## config.mk

```make
export PLATFORM = sky130hd
export DESIGN_NAME = rtc_host_port
export DESIGN_NICKNAME = d
export VERILOG_FILES = /design/src/rtc_port_pkg.sv /design/src/rtc_host_port.sv
export SDC_FILE = /design/constraint.sdc
export NUM_CORES = 1
export LEC_CHECK = 0
export ABC_CLOCK_PERIOD_IN_PS = 5100
export BUFFER_PORTS_ARGS = -buffer_cell sky130_fd_sc_hd__buf_2
export CAP_MARGIN = 20
export CORE_MARGIN = 8
export CORE_UTILIZATION = 53
export DETAILED_ROUTE_END_ITERATION = 16
export GPL_TIMING_DRIVEN = 0
export MAX_ROUTING_LAYER = met4
export PLACE_DENSITY = 0.77
export SYNTH_ARGS = -nofsm -noshare
export SYNTH_HDL_FRONTEND = slang
export SYNTH_SLANG_ARGS = --single-unit
```

## constraint.sdc

```tcl
create_clock -name mclk_i -period 5.1 [get_ports mclk_i]
set_input_delay 1.02 -clock mclk_i [delete_from_list [all_inputs] [get_ports mclk_i]]
set_output_delay 1.02 -clock mclk_i [all_outputs]
set_load 0.05 [all_outputs]
```

## src/rtc_port_pkg.sv

```systemverilog
// Package for the host-side controller of the clock chip's asynchronous byte port
`default_nettype none

package rtc_port_pkg;

	// ***************************************************************
	// Clock rate and grade timing, in ns as printed
	// ***************************************************************
	localparam int CLK_PERIOD_NS = 10;
	// Fast grade
	localparam int FAST_CYCLE_TIME_NS = 70;
	localparam int FAST_INDEX_ACCESS_TIME_NS = 70;
	localparam int FAST_SELECT_ACCESS_TIME_NS = 70;
	localparam int FAST_GATE_ACCESS_TIME_NS = 25;
	localparam int FAST_SELECT_TO_FLOAT_TIME_NS = 20;
	localparam int FAST_STROBE_TO_FLOAT_TIME_NS = 20;
	localparam int FAST_STROBE_PULSE_WIDTH_NS = 45;
	localparam int FAST_SELECT_PULSE_WIDTH_NS = 50;
	localparam int FAST_DATA_SETUP_TIME_NS = 25;
	localparam int FAST_INDEX_SETUP_TO_END_NS = 55;
	// Slow grade
	localparam int SLOW_CYCLE_TIME_NS = 85;
	localparam int SLOW_INDEX_ACCESS_TIME_NS = 85;
	localparam int SLOW_SELECT_ACCESS_TIME_NS = 85;
	localparam int SLOW_GATE_ACCESS_TIME_NS = 35;
	localparam int SLOW_SELECT_TO_FLOAT_TIME_NS = 25;
	localparam int SLOW_STROBE_TO_FLOAT_TIME_NS = 25;
	localparam int SLOW_STROBE_PULSE_WIDTH_NS = 55;
	localparam int SLOW_SELECT_PULSE_WIDTH_NS = 60;
	localparam int SLOW_DATA_SETUP_TIME_NS = 30;
	localparam int SLOW_INDEX_SETUP_TO_END_NS = 65;

	// ***************************************************************
	// Cycle counts, least times rounded up
	// ***************************************************************
	function automatic int ns_to_cycles(input int ns);
		int c;
		c = (ns + CLK_PERIOD_NS - 1) / CLK_PERIOD_NS;
		return (c < 1) ? 1 : c;
	endfunction : ns_to_cycles

	// Strobe-low phase must cover strobe and select pulse widths and index setup
	function automatic int max3(input int a, input int b, input int c);
		int m;
		m = (a > b) ? a : b;
		return (m > c) ? m : c;
	endfunction : max3

	localparam int CNT_W = 4;
	// Write: select+strobe low phase
	localparam logic [CNT_W-1:0] FAST_WR_CYC = CNT_W'(ns_to_cycles(max3(
		FAST_STROBE_PULSE_WIDTH_NS, FAST_SELECT_PULSE_WIDTH_NS, FAST_INDEX_SETUP_TO_END_NS)));
	localparam logic [CNT_W-1:0] SLOW_WR_CYC = CNT_W'(ns_to_cycles(max3(
		SLOW_STROBE_PULSE_WIDTH_NS, SLOW_SELECT_PULSE_WIDTH_NS, SLOW_INDEX_SETUP_TO_END_NS)));
	// Read: wait for data from select/gate fall (index set up one cycle before)
	localparam logic [CNT_W-1:0] FAST_RD_CYC = CNT_W'(ns_to_cycles(max3(
		FAST_INDEX_ACCESS_TIME_NS, FAST_SELECT_ACCESS_TIME_NS, FAST_GATE_ACCESS_TIME_NS)));
	localparam logic [CNT_W-1:0] SLOW_RD_CYC = CNT_W'(ns_to_cycles(max3(
		SLOW_INDEX_ACCESS_TIME_NS, SLOW_SELECT_ACCESS_TIME_NS, SLOW_GATE_ACCESS_TIME_NS)));
	// Recovery: bus float after select rises, and whole cycle time
	localparam logic [CNT_W-1:0] FAST_REC_CYC = CNT_W'(ns_to_cycles(
		FAST_SELECT_TO_FLOAT_TIME_NS));
	localparam logic [CNT_W-1:0] SLOW_REC_CYC = CNT_W'(ns_to_cycles(
		SLOW_SELECT_TO_FLOAT_TIME_NS));
	localparam logic [CNT_W-1:0] FAST_MIN_CYC = CNT_W'(ns_to_cycles(FAST_CYCLE_TIME_NS));
	localparam logic [CNT_W-1:0] SLOW_MIN_CYC = CNT_W'(ns_to_cycles(SLOW_CYCLE_TIME_NS));

	// ***************************************************************
	// Widths and types
	// ***************************************************************
	localparam int INDEX_W = 4;
	localparam int DATA_W = 8;

	typedef struct packed {
		logic write;
		logic to_sram;
		logic [INDEX_W-1:0] reg_index;
		logic [DATA_W-1:0] wdata;
	} req_s;

	typedef enum logic [4:0] {
		ST_IDLE = 5'h01,
		ST_SETUP = 5'h02,
		ST_ACTIVE = 5'h04,
		ST_END = 5'h08,
		ST_RECOVER = 5'h10
	} port_state_e;

endpackage : rtc_port_pkg

`default_nettype wire

```

## src/rtc_host_port.sv

```systemverilog
// Host-side controller that drives reads and writes on the clock chip's byte port
`default_nettype none

// Summary of operation
// Device reads while strobe high and register select low.
// Four-bit index chooses one of sixteen registers, 0h to Fh.
// Read data valid within index access time: 70 or 85 ns.
// Late select or gate: data valid from later edge, gate 25 or 35 ns.
// SRAM select low with register select high addresses external SRAM.
// Host never drives register select and SRAM select low together.
// Write happens only with strobe and select low after index stable.
// Write starts at later falling edge, ends at earlier rising edge.
// Host holds the index steady through the whole write.
// Host returns select or strobe high for recovery; cycle 70 or 85 ns.
// Write data valid 25 or 30 ns before ending edge, held to it.
// Host keeps output gate high during writes.
// Falling strobe during active read turns outputs off within 20 or 25 ns.
// Select low during write stores the byte into the indexed register.
// Strobe-controlled write holds strobe low 45 or 55 ns.
// Select-controlled write holds select low 50 or 60 ns.
// Index valid 55 or 65 ns before the terminating rising edge.
// Device floats data lines within 20 or 25 ns after select rises.
// Sequence: index, select, gate or strobe, release, recover; cycles round up.
module rtc_host_port #(
	parameter bit SLOW_GRADE = 1'b0
) (
	// Clock and reset
	input wire logic mclk_i,
	input wire logic reset_n_i,
	// User request
	input wire logic req_valid_i,
	input wire rtc_port_pkg::req_s req_i,
	output logic req_ready_o,
	output logic rd_valid_o,
	output logic [rtc_port_pkg::DATA_W-1:0] rd_data_o,
	// Device pins
	output logic reg_select_n_o,
	output logic sram_select_n_o,
	output logic gate_n_o,
	output logic store_n_o,
	output logic [rtc_port_pkg::INDEX_W-1:0] reg_index_o,
	input wire logic [rtc_port_pkg::DATA_W-1:0] bus_lines_i,
	output logic [rtc_port_pkg::DATA_W-1:0] bus_lines_o,
	output logic bus_lines_oe_n_o
);

	// ***************************************************************
	// Grade-dependent counts
	// ***************************************************************
	localparam logic [rtc_port_pkg::CNT_W-1:0] WR_CYC =
		SLOW_GRADE ? rtc_port_pkg::SLOW_WR_CYC : rtc_port_pkg::FAST_WR_CYC;
	localparam logic [rtc_port_pkg::CNT_W-1:0] RD_CYC =
		SLOW_GRADE ? rtc_port_pkg::SLOW_RD_CYC : rtc_port_pkg::FAST_RD_CYC;
	localparam logic [rtc_port_pkg::CNT_W-1:0] REC_CYC =
		SLOW_GRADE ? rtc_port_pkg::SLOW_REC_CYC : rtc_port_pkg::FAST_REC_CYC;
	localparam logic [rtc_port_pkg::CNT_W-1:0] MIN_CYC =
		SLOW_GRADE ? rtc_port_pkg::SLOW_MIN_CYC : rtc_port_pkg::FAST_MIN_CYC;

	// ***************************************************************
	// State
	// ***************************************************************
	rtc_port_pkg::port_state_e state_ff;
	rtc_port_pkg::port_state_e nxt_state;
	rtc_port_pkg::req_s req_ff;
	logic [rtc_port_pkg::CNT_W-1:0] cnt_ff;
	logic [rtc_port_pkg::CNT_W-1:0] nxt_cnt;
	logic [rtc_port_pkg::CNT_W-1:0] cyc_ff;
	logic [rtc_port_pkg::DATA_W-1:0] bus_meta_ff;
	logic [rtc_port_pkg::DATA_W-1:0] bus_sync_ff;
	logic active_done;
	logic recover_done;

	// Phase and whole-cycle completion
	// Reads wait one more cycle: data valid on the edge itself is not caught cleanly
	assign active_done = (cnt_ff == (req_ff.write ? WR_CYC + rtc_port_pkg::CNT_W'(2)
		: RD_CYC + rtc_port_pkg::CNT_W'(3)));
	assign recover_done = (cnt_ff >= REC_CYC) && (cyc_ff >= MIN_CYC);

	// Next state and phase counter
	always_comb begin
		nxt_state = state_ff;
		nxt_cnt = cnt_ff + rtc_port_pkg::CNT_W'(1);
		case (state_ff)
			rtc_port_pkg::ST_IDLE: begin
				nxt_cnt = '0;
				if (req_valid_i) begin
					nxt_state = rtc_port_pkg::ST_SETUP;
				end
			end
			rtc_port_pkg::ST_SETUP: begin
				// Index settles one cycle before the select falls
				nxt_cnt = '0;
				nxt_state = rtc_port_pkg::ST_ACTIVE;
			end
			rtc_port_pkg::ST_ACTIVE: begin
				// Extra cycles cover read-data synchroniser and capture
				if (active_done) begin
					nxt_state = rtc_port_pkg::ST_END;
				end
			end
			rtc_port_pkg::ST_END: begin
				nxt_cnt = '0;
				nxt_state = rtc_port_pkg::ST_RECOVER;
			end
			rtc_port_pkg::ST_RECOVER: begin
				if (recover_done) begin
					nxt_state = rtc_port_pkg::ST_IDLE;
				end
			end
			default: begin
				nxt_state = rtc_port_pkg::ST_IDLE;
				nxt_cnt = '0;
			end
		endcase
	end

	// State register
	always_ff @(posedge mclk_i or negedge reset_n_i) begin
		if (!reset_n_i) begin
			state_ff <= rtc_port_pkg::ST_IDLE;
			cnt_ff <= '0;
		end else begin
			state_ff <= nxt_state;
			cnt_ff <= nxt_cnt;
		end
	end

	// Whole-cycle counter from index change, saturating
	always_ff @(posedge mclk_i or negedge reset_n_i) begin
		if (!reset_n_i) begin
			cyc_ff <= '0;
		end else if (state_ff == rtc_port_pkg::ST_SETUP) begin
			cyc_ff <= rtc_port_pkg::CNT_W'(1);
		end else if (cyc_ff != '1) begin
			cyc_ff <= cyc_ff + rtc_port_pkg::CNT_W'(1);
		end
	end

	// Request capture, held steady for the whole access
	always_ff @(posedge mclk_i or negedge reset_n_i) begin
		if (!reset_n_i) begin
			req_ff <= '0;
		end else if (state_ff == rtc_port_pkg::ST_IDLE && req_valid_i) begin
			req_ff <= req_i;
		end
	end

	// Handshake toward the user
	always_ff @(posedge mclk_i or negedge reset_n_i) begin
		if (!reset_n_i) begin
			req_ready_o <= 1'b0;
		end else begin
			req_ready_o <= (nxt_state == rtc_port_pkg::ST_IDLE);
		end
	end

	// ***************************************************************
	// Pin drive
	// ***************************************************************
	// Selects: only one of the two goes low per access
	always_ff @(posedge mclk_i or negedge reset_n_i) begin
		if (!reset_n_i) begin
			reg_select_n_o <= 1'b1;
			sram_select_n_o <= 1'b1;
		end else begin
			reg_select_n_o <= !(nxt_state == rtc_port_pkg::ST_ACTIVE && !req_ff.to_sram);
			sram_select_n_o <= !(nxt_state == rtc_port_pkg::ST_ACTIVE && req_ff.to_sram);
		end
	end

	// Gate low only for reads, strobe low only for writes
	always_ff @(posedge mclk_i or negedge reset_n_i) begin
		if (!reset_n_i) begin
			gate_n_o <= 1'b1;
			store_n_o <= 1'b1;
		end else begin
			gate_n_o <= !(nxt_state == rtc_port_pkg::ST_ACTIVE && !req_ff.write);
			store_n_o <= !(nxt_state == rtc_port_pkg::ST_ACTIVE && req_ff.write);
		end
	end

	// Index set in setup and held until recovery ends
	always_ff @(posedge mclk_i or negedge reset_n_i) begin
		if (!reset_n_i) begin
			reg_index_o <= '0;
		end else if (state_ff == rtc_port_pkg::ST_IDLE && req_valid_i) begin
			reg_index_o <= req_i.reg_index;
		end
	end

	// Write data driven from the select fall until one cycle after the select and strobe rise together
	always_ff @(posedge mclk_i or negedge reset_n_i) begin
		if (!reset_n_i) begin
			bus_lines_o <= '0;
			bus_lines_oe_n_o <= 1'b1;
		end else begin
			bus_lines_o <= req_ff.wdata;
			bus_lines_oe_n_o <= !(req_ff.write && (nxt_state == rtc_port_pkg::ST_ACTIVE
				|| nxt_state == rtc_port_pkg::ST_END));
		end
	end

	// ***************************************************************
	// Read data capture
	// ***************************************************************
	// Two-flop synchroniser on the data lines
	always_ff @(posedge mclk_i or negedge reset_n_i) begin
		if (!reset_n_i) begin
			bus_meta_ff <= '0;
			bus_sync_ff <= '0;
		end else begin
			bus_meta_ff <= bus_lines_i;
			bus_sync_ff <= bus_meta_ff;
		end
	end

	// Sample at the end of the access window, pulse valid
	always_ff @(posedge mclk_i or negedge reset_n_i) begin
		if (!reset_n_i) begin
			rd_data_o <= '0;
			rd_valid_o <= 1'b0;
		end else begin
			rd_valid_o <= 1'b0;
			if (state_ff == rtc_port_pkg::ST_ACTIVE && active_done && !req_ff.write) begin
				rd_data_o <= bus_sync_ff;
				rd_valid_o <= 1'b1;
			end
		end
	end

endmodule : rtc_host_port

`default_nettype wire

```

Yosys cells after proc, flatten, opt, wreduce, memory -nomap -nowiden
Index checks and enable logic that the tools add are counted.
{ "totals": {"in_bits": 25, "wordCells": 60, "register_bits": 66} }
{ "op_classes": {"reduce_logical": 19, "magnitude_cmp": 2, "eq_ne": 10, "n_mux": 9, "addsub": 2} }
{ "op_table": {"columns": ["cell", "n"], "rows": [
  ["$pmux 5 s5", 1],
  ["$mux 5", 3],
  ["$mux 4", 3],
  ["$eq 5x1->1 const B", 2],
  ["$eq 5x3->1 const B", 2],
  ["$eq 5x4->1 const B", 2],
  ["$logic_and 1x1->1", 9],
  ["$add 4x1->4 const B", 2],
  ["$logic_not 1->1", 7],
  ["$eq 5x2->1 const B", 1],
  ["$eq 5x5->1 const B", 1],
  ["$eq 4x4->1", 1],
  ["$ge 4x2->1 const B", 1],
  ["$ge 4x3->1 const B", 1],
  ["$ne 4x4->1 const B", 1],
  ["$mux 2", 1],
  ["$reduce_bool 2->1", 1],
  ["$reduce_or 2->1", 1],
  ["$logic_or 1x1->1", 1],
  ["$mux 1", 1]
]} }

Logic depth before layout (Yosys ltp)
{ "logic_depth": {"ltp_word": 8, "depth_mapped": 5} }

Least setup slack after synthesis
No wires, ideal clock.
{ "synth_path": {"kind": "input to register", "startpoint": "input req_valid_i", "endpoint": "register reg_index_o[0] (netlist bit)", "arrival_ns": 1.892, "path_slack_ns": 3.083, "path_stages": 4, "t_required_ns": 4.975, "path_cell_list": "nand2_1 > nor4_4 > buf_6 > mux2_2"} }
{ "synth_between": {"elab_chain_len": 1} }
{ "synth_lines": {"columns": ["item", "line", "rtl"], "rows": [
  ["start: declaration", "rtc_host_port.sv:31", "input wire logic req_valid_i,"],
  ["$logic_and 1x1->1", "rtc_host_port.sv:186", "end else if (state_ff == rtc_port_pkg::ST_IDLE && req_valid_i) begin"],
  ["end signal: assignment", "rtc_host_port.sv:187", "reg_index_o <= req_i.reg_index;"],
  ["end: declaration", "rtc_host_port.sv:41", "output logic [rtc_port_pkg::INDEX_W-1:0] reg_index_o,"]
]} }
Every way passes these cells.
A chain may end at the register's enable or synchronous reset.

Worst setup path after layout
{ "layout_path": {"startpoint": "register sram_select_n_o", "endpoint": "output sram_select_n_o"} }
{ "layout_lines": {"columns": ["item", "line", "rtl"], "rows": [
  ["start: declaration", "rtc_host_port.sv:38", "output logic sram_select_n_o,"],
  ["start signal: assignment", "rtc_host_port.sv:167", "sram_select_n_o <= !(nxt_state == rtc_port_pkg::ST_ACTIVE && req_ff.to_sram);"]
]} }
No word-level cell between the ends.

==> metrics list <==
- Status: finished clean
* Flop-to-flop setup slack: roughly 3.2 ns
* Pin count of the biggest net entering global routing: 67
* Peak Freq: 473.4 MHz
- Measured along the x axis, the die boundary spans approximately 83 um.
- All-layer global routing usage: 0.1301
- The worst hold path belongs to the class flip-flop to flip-flop.
- The initial utilization of the core area, before any placement, comes to 0.5491.
* Accumulated negative setup slack: 0 ns
* Primary FF master, synth: sky130_fd_sc_hd__dfrtp_1
- On the final layout, the worst clock skew is 0.005189 ns.
- Cell chosen for the clock root: sky130_fd_sc_hd__clkbuf_8
- Fraction of synthesis flops using an asynchronous set or reset pin: 1.000
- The critical path is of the flip-flop to output pin type.
* Die boundary height: between 80 and 90 um
* Final min period: 2.112 ns
* Cell internal power dissipation: 0.001046 W
* Final worst-path cycle share: 0.4142
- The clock reaches the later pin of the worst-skew pair after roughly 0.33 ns.
* Hold Path Cell Cnt: 0
- For met1 alone, demand over resource in global routing was 0.1538.
* Antenna diode instance count: 0
* Port Buffers: 51
* Leakage dissipation: 1.377 nW
- Most crowded layer after global routing: met2
* Maximum resistive drop on vdd: 412.9 uV
- The tool flagged a number of max-cap violations equal to 0.
* Ratio of cells with drive above 1 in the final layout: 0.4709
* Average footprint of a synthesized cell: ~15 um^2
- The library cell used most frequently in the layout, excluding fill and tap cells, is sky130_fd_sc_hd__dfrtp_1.
- At the pin with the least slew margin, the transition time is 0.7738 ns.
- In this run the tightest slew margin relative to its limit is 0.4828.
- The worst setup path is captured at an output pin.
- Critical Path Source Type: flip-flop
- Residual DRC: 0
- The number of gates resized after CTS was 0.
- The filler cells instantiated in the layout total around 320.
- Number of enable-type register cells in the synthesized netlist: 0
- TritonCTS clock tree: yes
- Setup repair after global routing left no endpoint under its margin.
- Final ANT Viol Nets: 0
- The worst register-to-register path ends at req_ff[5].
- In the global route stage, met2 resource usage came out at 0.1853.
* Pre-antenna DRT Iters: 4
- Pins over their slew limit: 0
- At the end of the flow the core is filled with cells to 0.6598.
- The path with the worst hold slack has its endpoint at bus_sync_ff[7].
- Pwr/cell area: between 500 and 600 nW/um^2
- Count of routing violations after the opening detailed-route iteration: 60
- The die covers 6916 um^2.
* Register clock-pin slew on the reported worst setup and hold paths: 0.07 ns
- Of the total power, registers draw 0.437.
- Worst Path Arrival: roughly 1.1 ns
- Clock tree synthesis inserted a total of 9 buffers.
- The number of global-route vias before repair is around 1,500.
- Total number of vias: 1,415
- From synthesis to final layout, the design area changed by 20.15%.
- Logic pwr share: 0.355
- The mapped netlist covers approximately 2400 um^2.
- In this run the post-CTS setup repair buffer count came out at 0.
- Initial antenna violation count: 0
* CP top delay family: flip-flops
* Area share of the largest cell type after synthesis: 0.6279
- The worst register-to-register path has a depth of 5.
* CP max stage delay: 0.51 ns
* Yosys warning total: 0
* Post-synthesis sequential area ratio: 0.6939
* Routed wire per std cell: 14.88 um
- Number of nets in the layout: 247
- CTS Hold Buffers Added: 0
* Top cell type by total area after synthesis: sky130_fd_sc_hd__dfrtp_1
* HPWL after detailed placement: 2.841 mm
- The worst register-to-register path begins at state_ff[4].
- Row generation in the floorplan step produced 24 rows.
- The cell count after synthesis came out at 157.
* Unique cell type count in the Yosys netlist: 36
- For this design the total switching power over the nets is 0.0006650 W.
* Clock network fraction of design power: 0.208
- The clock net in this run drives a total of 66 sinks.
* Routability-driven placement congestion ratio: 0.7973
- Max Fanout on Critical Path: 1
- Count of boundary I/O pins: 52
- The number of buffers and inverters on the critical path is 1.
- Series of cell instances along the critical path: buf_2
* Final count of hold timing violations: 0
- Synthesis inferred 66 register bits.
* Final number of setup-violating endpoints: 0
* Dominant cells by area after synthesis: sky130_fd_sc_hd__dfrtp_1 (63%), sky130_fd_sc_hd__mux2_2 (10%), sky130_fd_sc_hd__dfstp_2 (6.6%), sky130_fd_sc_hd__ha_1 (1.6%), sky130_fd_sc_hd__nor2_1 (1.6%)
- Min-delay src: bus_meta_ff[7]
- The slowest stage of the critical path belongs to the cell sky130_fd_sc_hd__dfstp_2.
- Worst endpoint required time: around 4.1 ns
- Final global-route overflow total: 0
- M3 GR Usage: 0.05762
- H-tree depth: 3
- The final layout contains routed wiring with a total length of 4.091 mm.
- Via-per-instance ratio: 5.145
* Post-Syn Nets: 185
- The floorplan step defined a core boundary enclosing approximately 4400 um^2.
- Global-route wire length before repair: 6.969 mm
- Commonest non-fill, non-tap cells in the layout: sky130_fd_sc_hd__dfrtp_1 (60), sky130_fd_sc_hd__buf_2 (53), sky130_fd_sc_hd__mux2_2 (22)
- Counting along the longest clock path gives a buffer depth of 2.
- Of the total power, the share spent switching nets is 0.3887.
[per-stage QoR]
| stage | hold slack (ns) | area [um^2] | total power (W) | setup WS, ns | std cells |
|---|---|---|---|---|---|
| final | 0.3490 | 2873 | 0.001711 | 2.988 | 275 |
| after global routing | 0.3618 | 2873 | 0.001809 | 2.947 | 275 |
| after CTS | 0.3512 | 2873 | 0.001731 | 2.966 | 275 |
| after detailed placement | 0.3347 | 2714 | 0.001366 | 2.772 | 260 |
| after global placement | 0.3320 | 2711 | 0.001344 | 2.793 | 260 |
| after floorplan | 0.3312 | 2391 | 0.001218 | 3.083 | 157 |
[cell families (layout without fill, tap and decap cells)]
logic type / Yosys count / in the layout / share of synthesized area
AOI/OAI and AO/OA: 15 / 15 / 0.04238
xor gates and xnor gates: 5 / 5 / 0.01832
adders and majority gates: 3 / 3 / 0.01570
buffers and inverters: 7 / 73 / 0.02041
DFF: 66 / 66 / 0.6939
muxes: 23 / 23 / 0.1078
and+or+nand+nor: 38 / 38 / 0.1015
[synth_stat cells, types with 2 or more instances]
cell type / n
sky130_fd_sc_hd__xnor2_1: 3
sky130_fd_sc_hd__nand3_1: 3
sky130_fd_sc_hd__ha_1: 3
sky130_fd_sc_hd__buf_6: 2
sky130_fd_sc_hd__nor4_1: 3
sky130_fd_sc_hd__o21ai_0: 5
sky130_fd_sc_hd__nor3_1: 3
sky130_fd_sc_hd__nand2_1: 2
sky130_fd_sc_hd__xor2_1: 2
sky130_fd_sc_hd__o311ai_0: 2
sky130_fd_sc_hd__nor3b_1: 3
sky130_fd_sc_hd__nand2b_1: 3
sky130_fd_sc_hd__dfstp_2: 6
sky130_fd_sc_hd__a211oi_1: 2
sky130_fd_sc_hd__nor2_1: 10
sky130_fd_sc_hd__nor2b_1: 2
sky130_fd_sc_hd__o21bai_1: 2
sky130_fd_sc_hd__buf_2: 3
sky130_fd_sc_hd__mux2_2: 22
sky130_fd_sc_hd__dfrtp_1: 60
[worst max-delay path by stage]
stage                    start               to  slack [ns]  cells past startpoint
2_1_floorplan      req_valid_i   reg_index_o[0]        3.08                      4
4_1_cts        sram_select_n_o  sram_select_n_o        2.97                      1
5_1_grt         reg_select_n_o   reg_select_n_o        2.95                      1
6_report       sram_select_n_o  sram_select_n_o        2.99                      1
3_5_place_dp       req_valid_i        req_ff[5]        2.77                      5
3_3_place_gp         reset_n_i   bus_meta_ff[3]        2.79                      1
[state kept, by name, summed over array words and instances, names as in the netlist, 4 cells and up]
| register | cells |
|---|---|
| cyc_ff | 4 |
| rd_data_o | 8 |
| state_ff | 5 |
| bus_sync_ff | 8 |
| reg_index_o | 4 |
| bus_lines_o | 8 |
| bus_meta_ff | 8 |
| cnt_ff | 4 |
| req_ff | 10 |
[worst register-to-register path, cell delays in order, from the launching register on]
cell and delay, ns:
sky130_fd_sc_hd__dfrtp_1 0.37, sky130_fd_sc_hd__buf_6 0.13, sky130_fd_sc_hd__or2_4 0.27, sky130_fd_sc_hd__nor4_4 0.46, sky130_fd_sc_hd__buf_6 0.22, sky130_fd_sc_hd__mux2_2 0.35
[final cells by class]
class                           instances  area, um^2  area share
Inverter                                1       3.754    0.001307
Clock inverter                          6       35.03     0.01220
Timing Repair Buffer                   51       257.7     0.08972
Sequential cell                        66        1659      0.5775
Multi-Input combinational cell         84       683.2      0.2378
Clock buffer                            9       123.9     0.04312
Buffer                                  6       45.04     0.01568
Tap cell                               52       65.06     0.02265
[metal layers]
layer	wire length (um)	share of wire	vias up
met3	257	0.063	5
met2	1961	0.48	50
met4	43	0.011	0
met5	0	0	-
met1	1828	0.45	688
li1	-	-	672
[power by group through the flow]
stage	sequential, W	combinational (W)	clock, W
2_1_floorplan	0.000971	0.000247	0
3_3_place_gp	0.000745	0.000599	0
3_5_place_dp	0.000753	0.000613	0
4_1_cts	0.000748	0.000615	0.000368
5_1_grt	0.000764	0.000651	0.000394
6_report	0.000748	0.000607	0.000356
No activity file was read; power rests on OpenSTA's default activity.
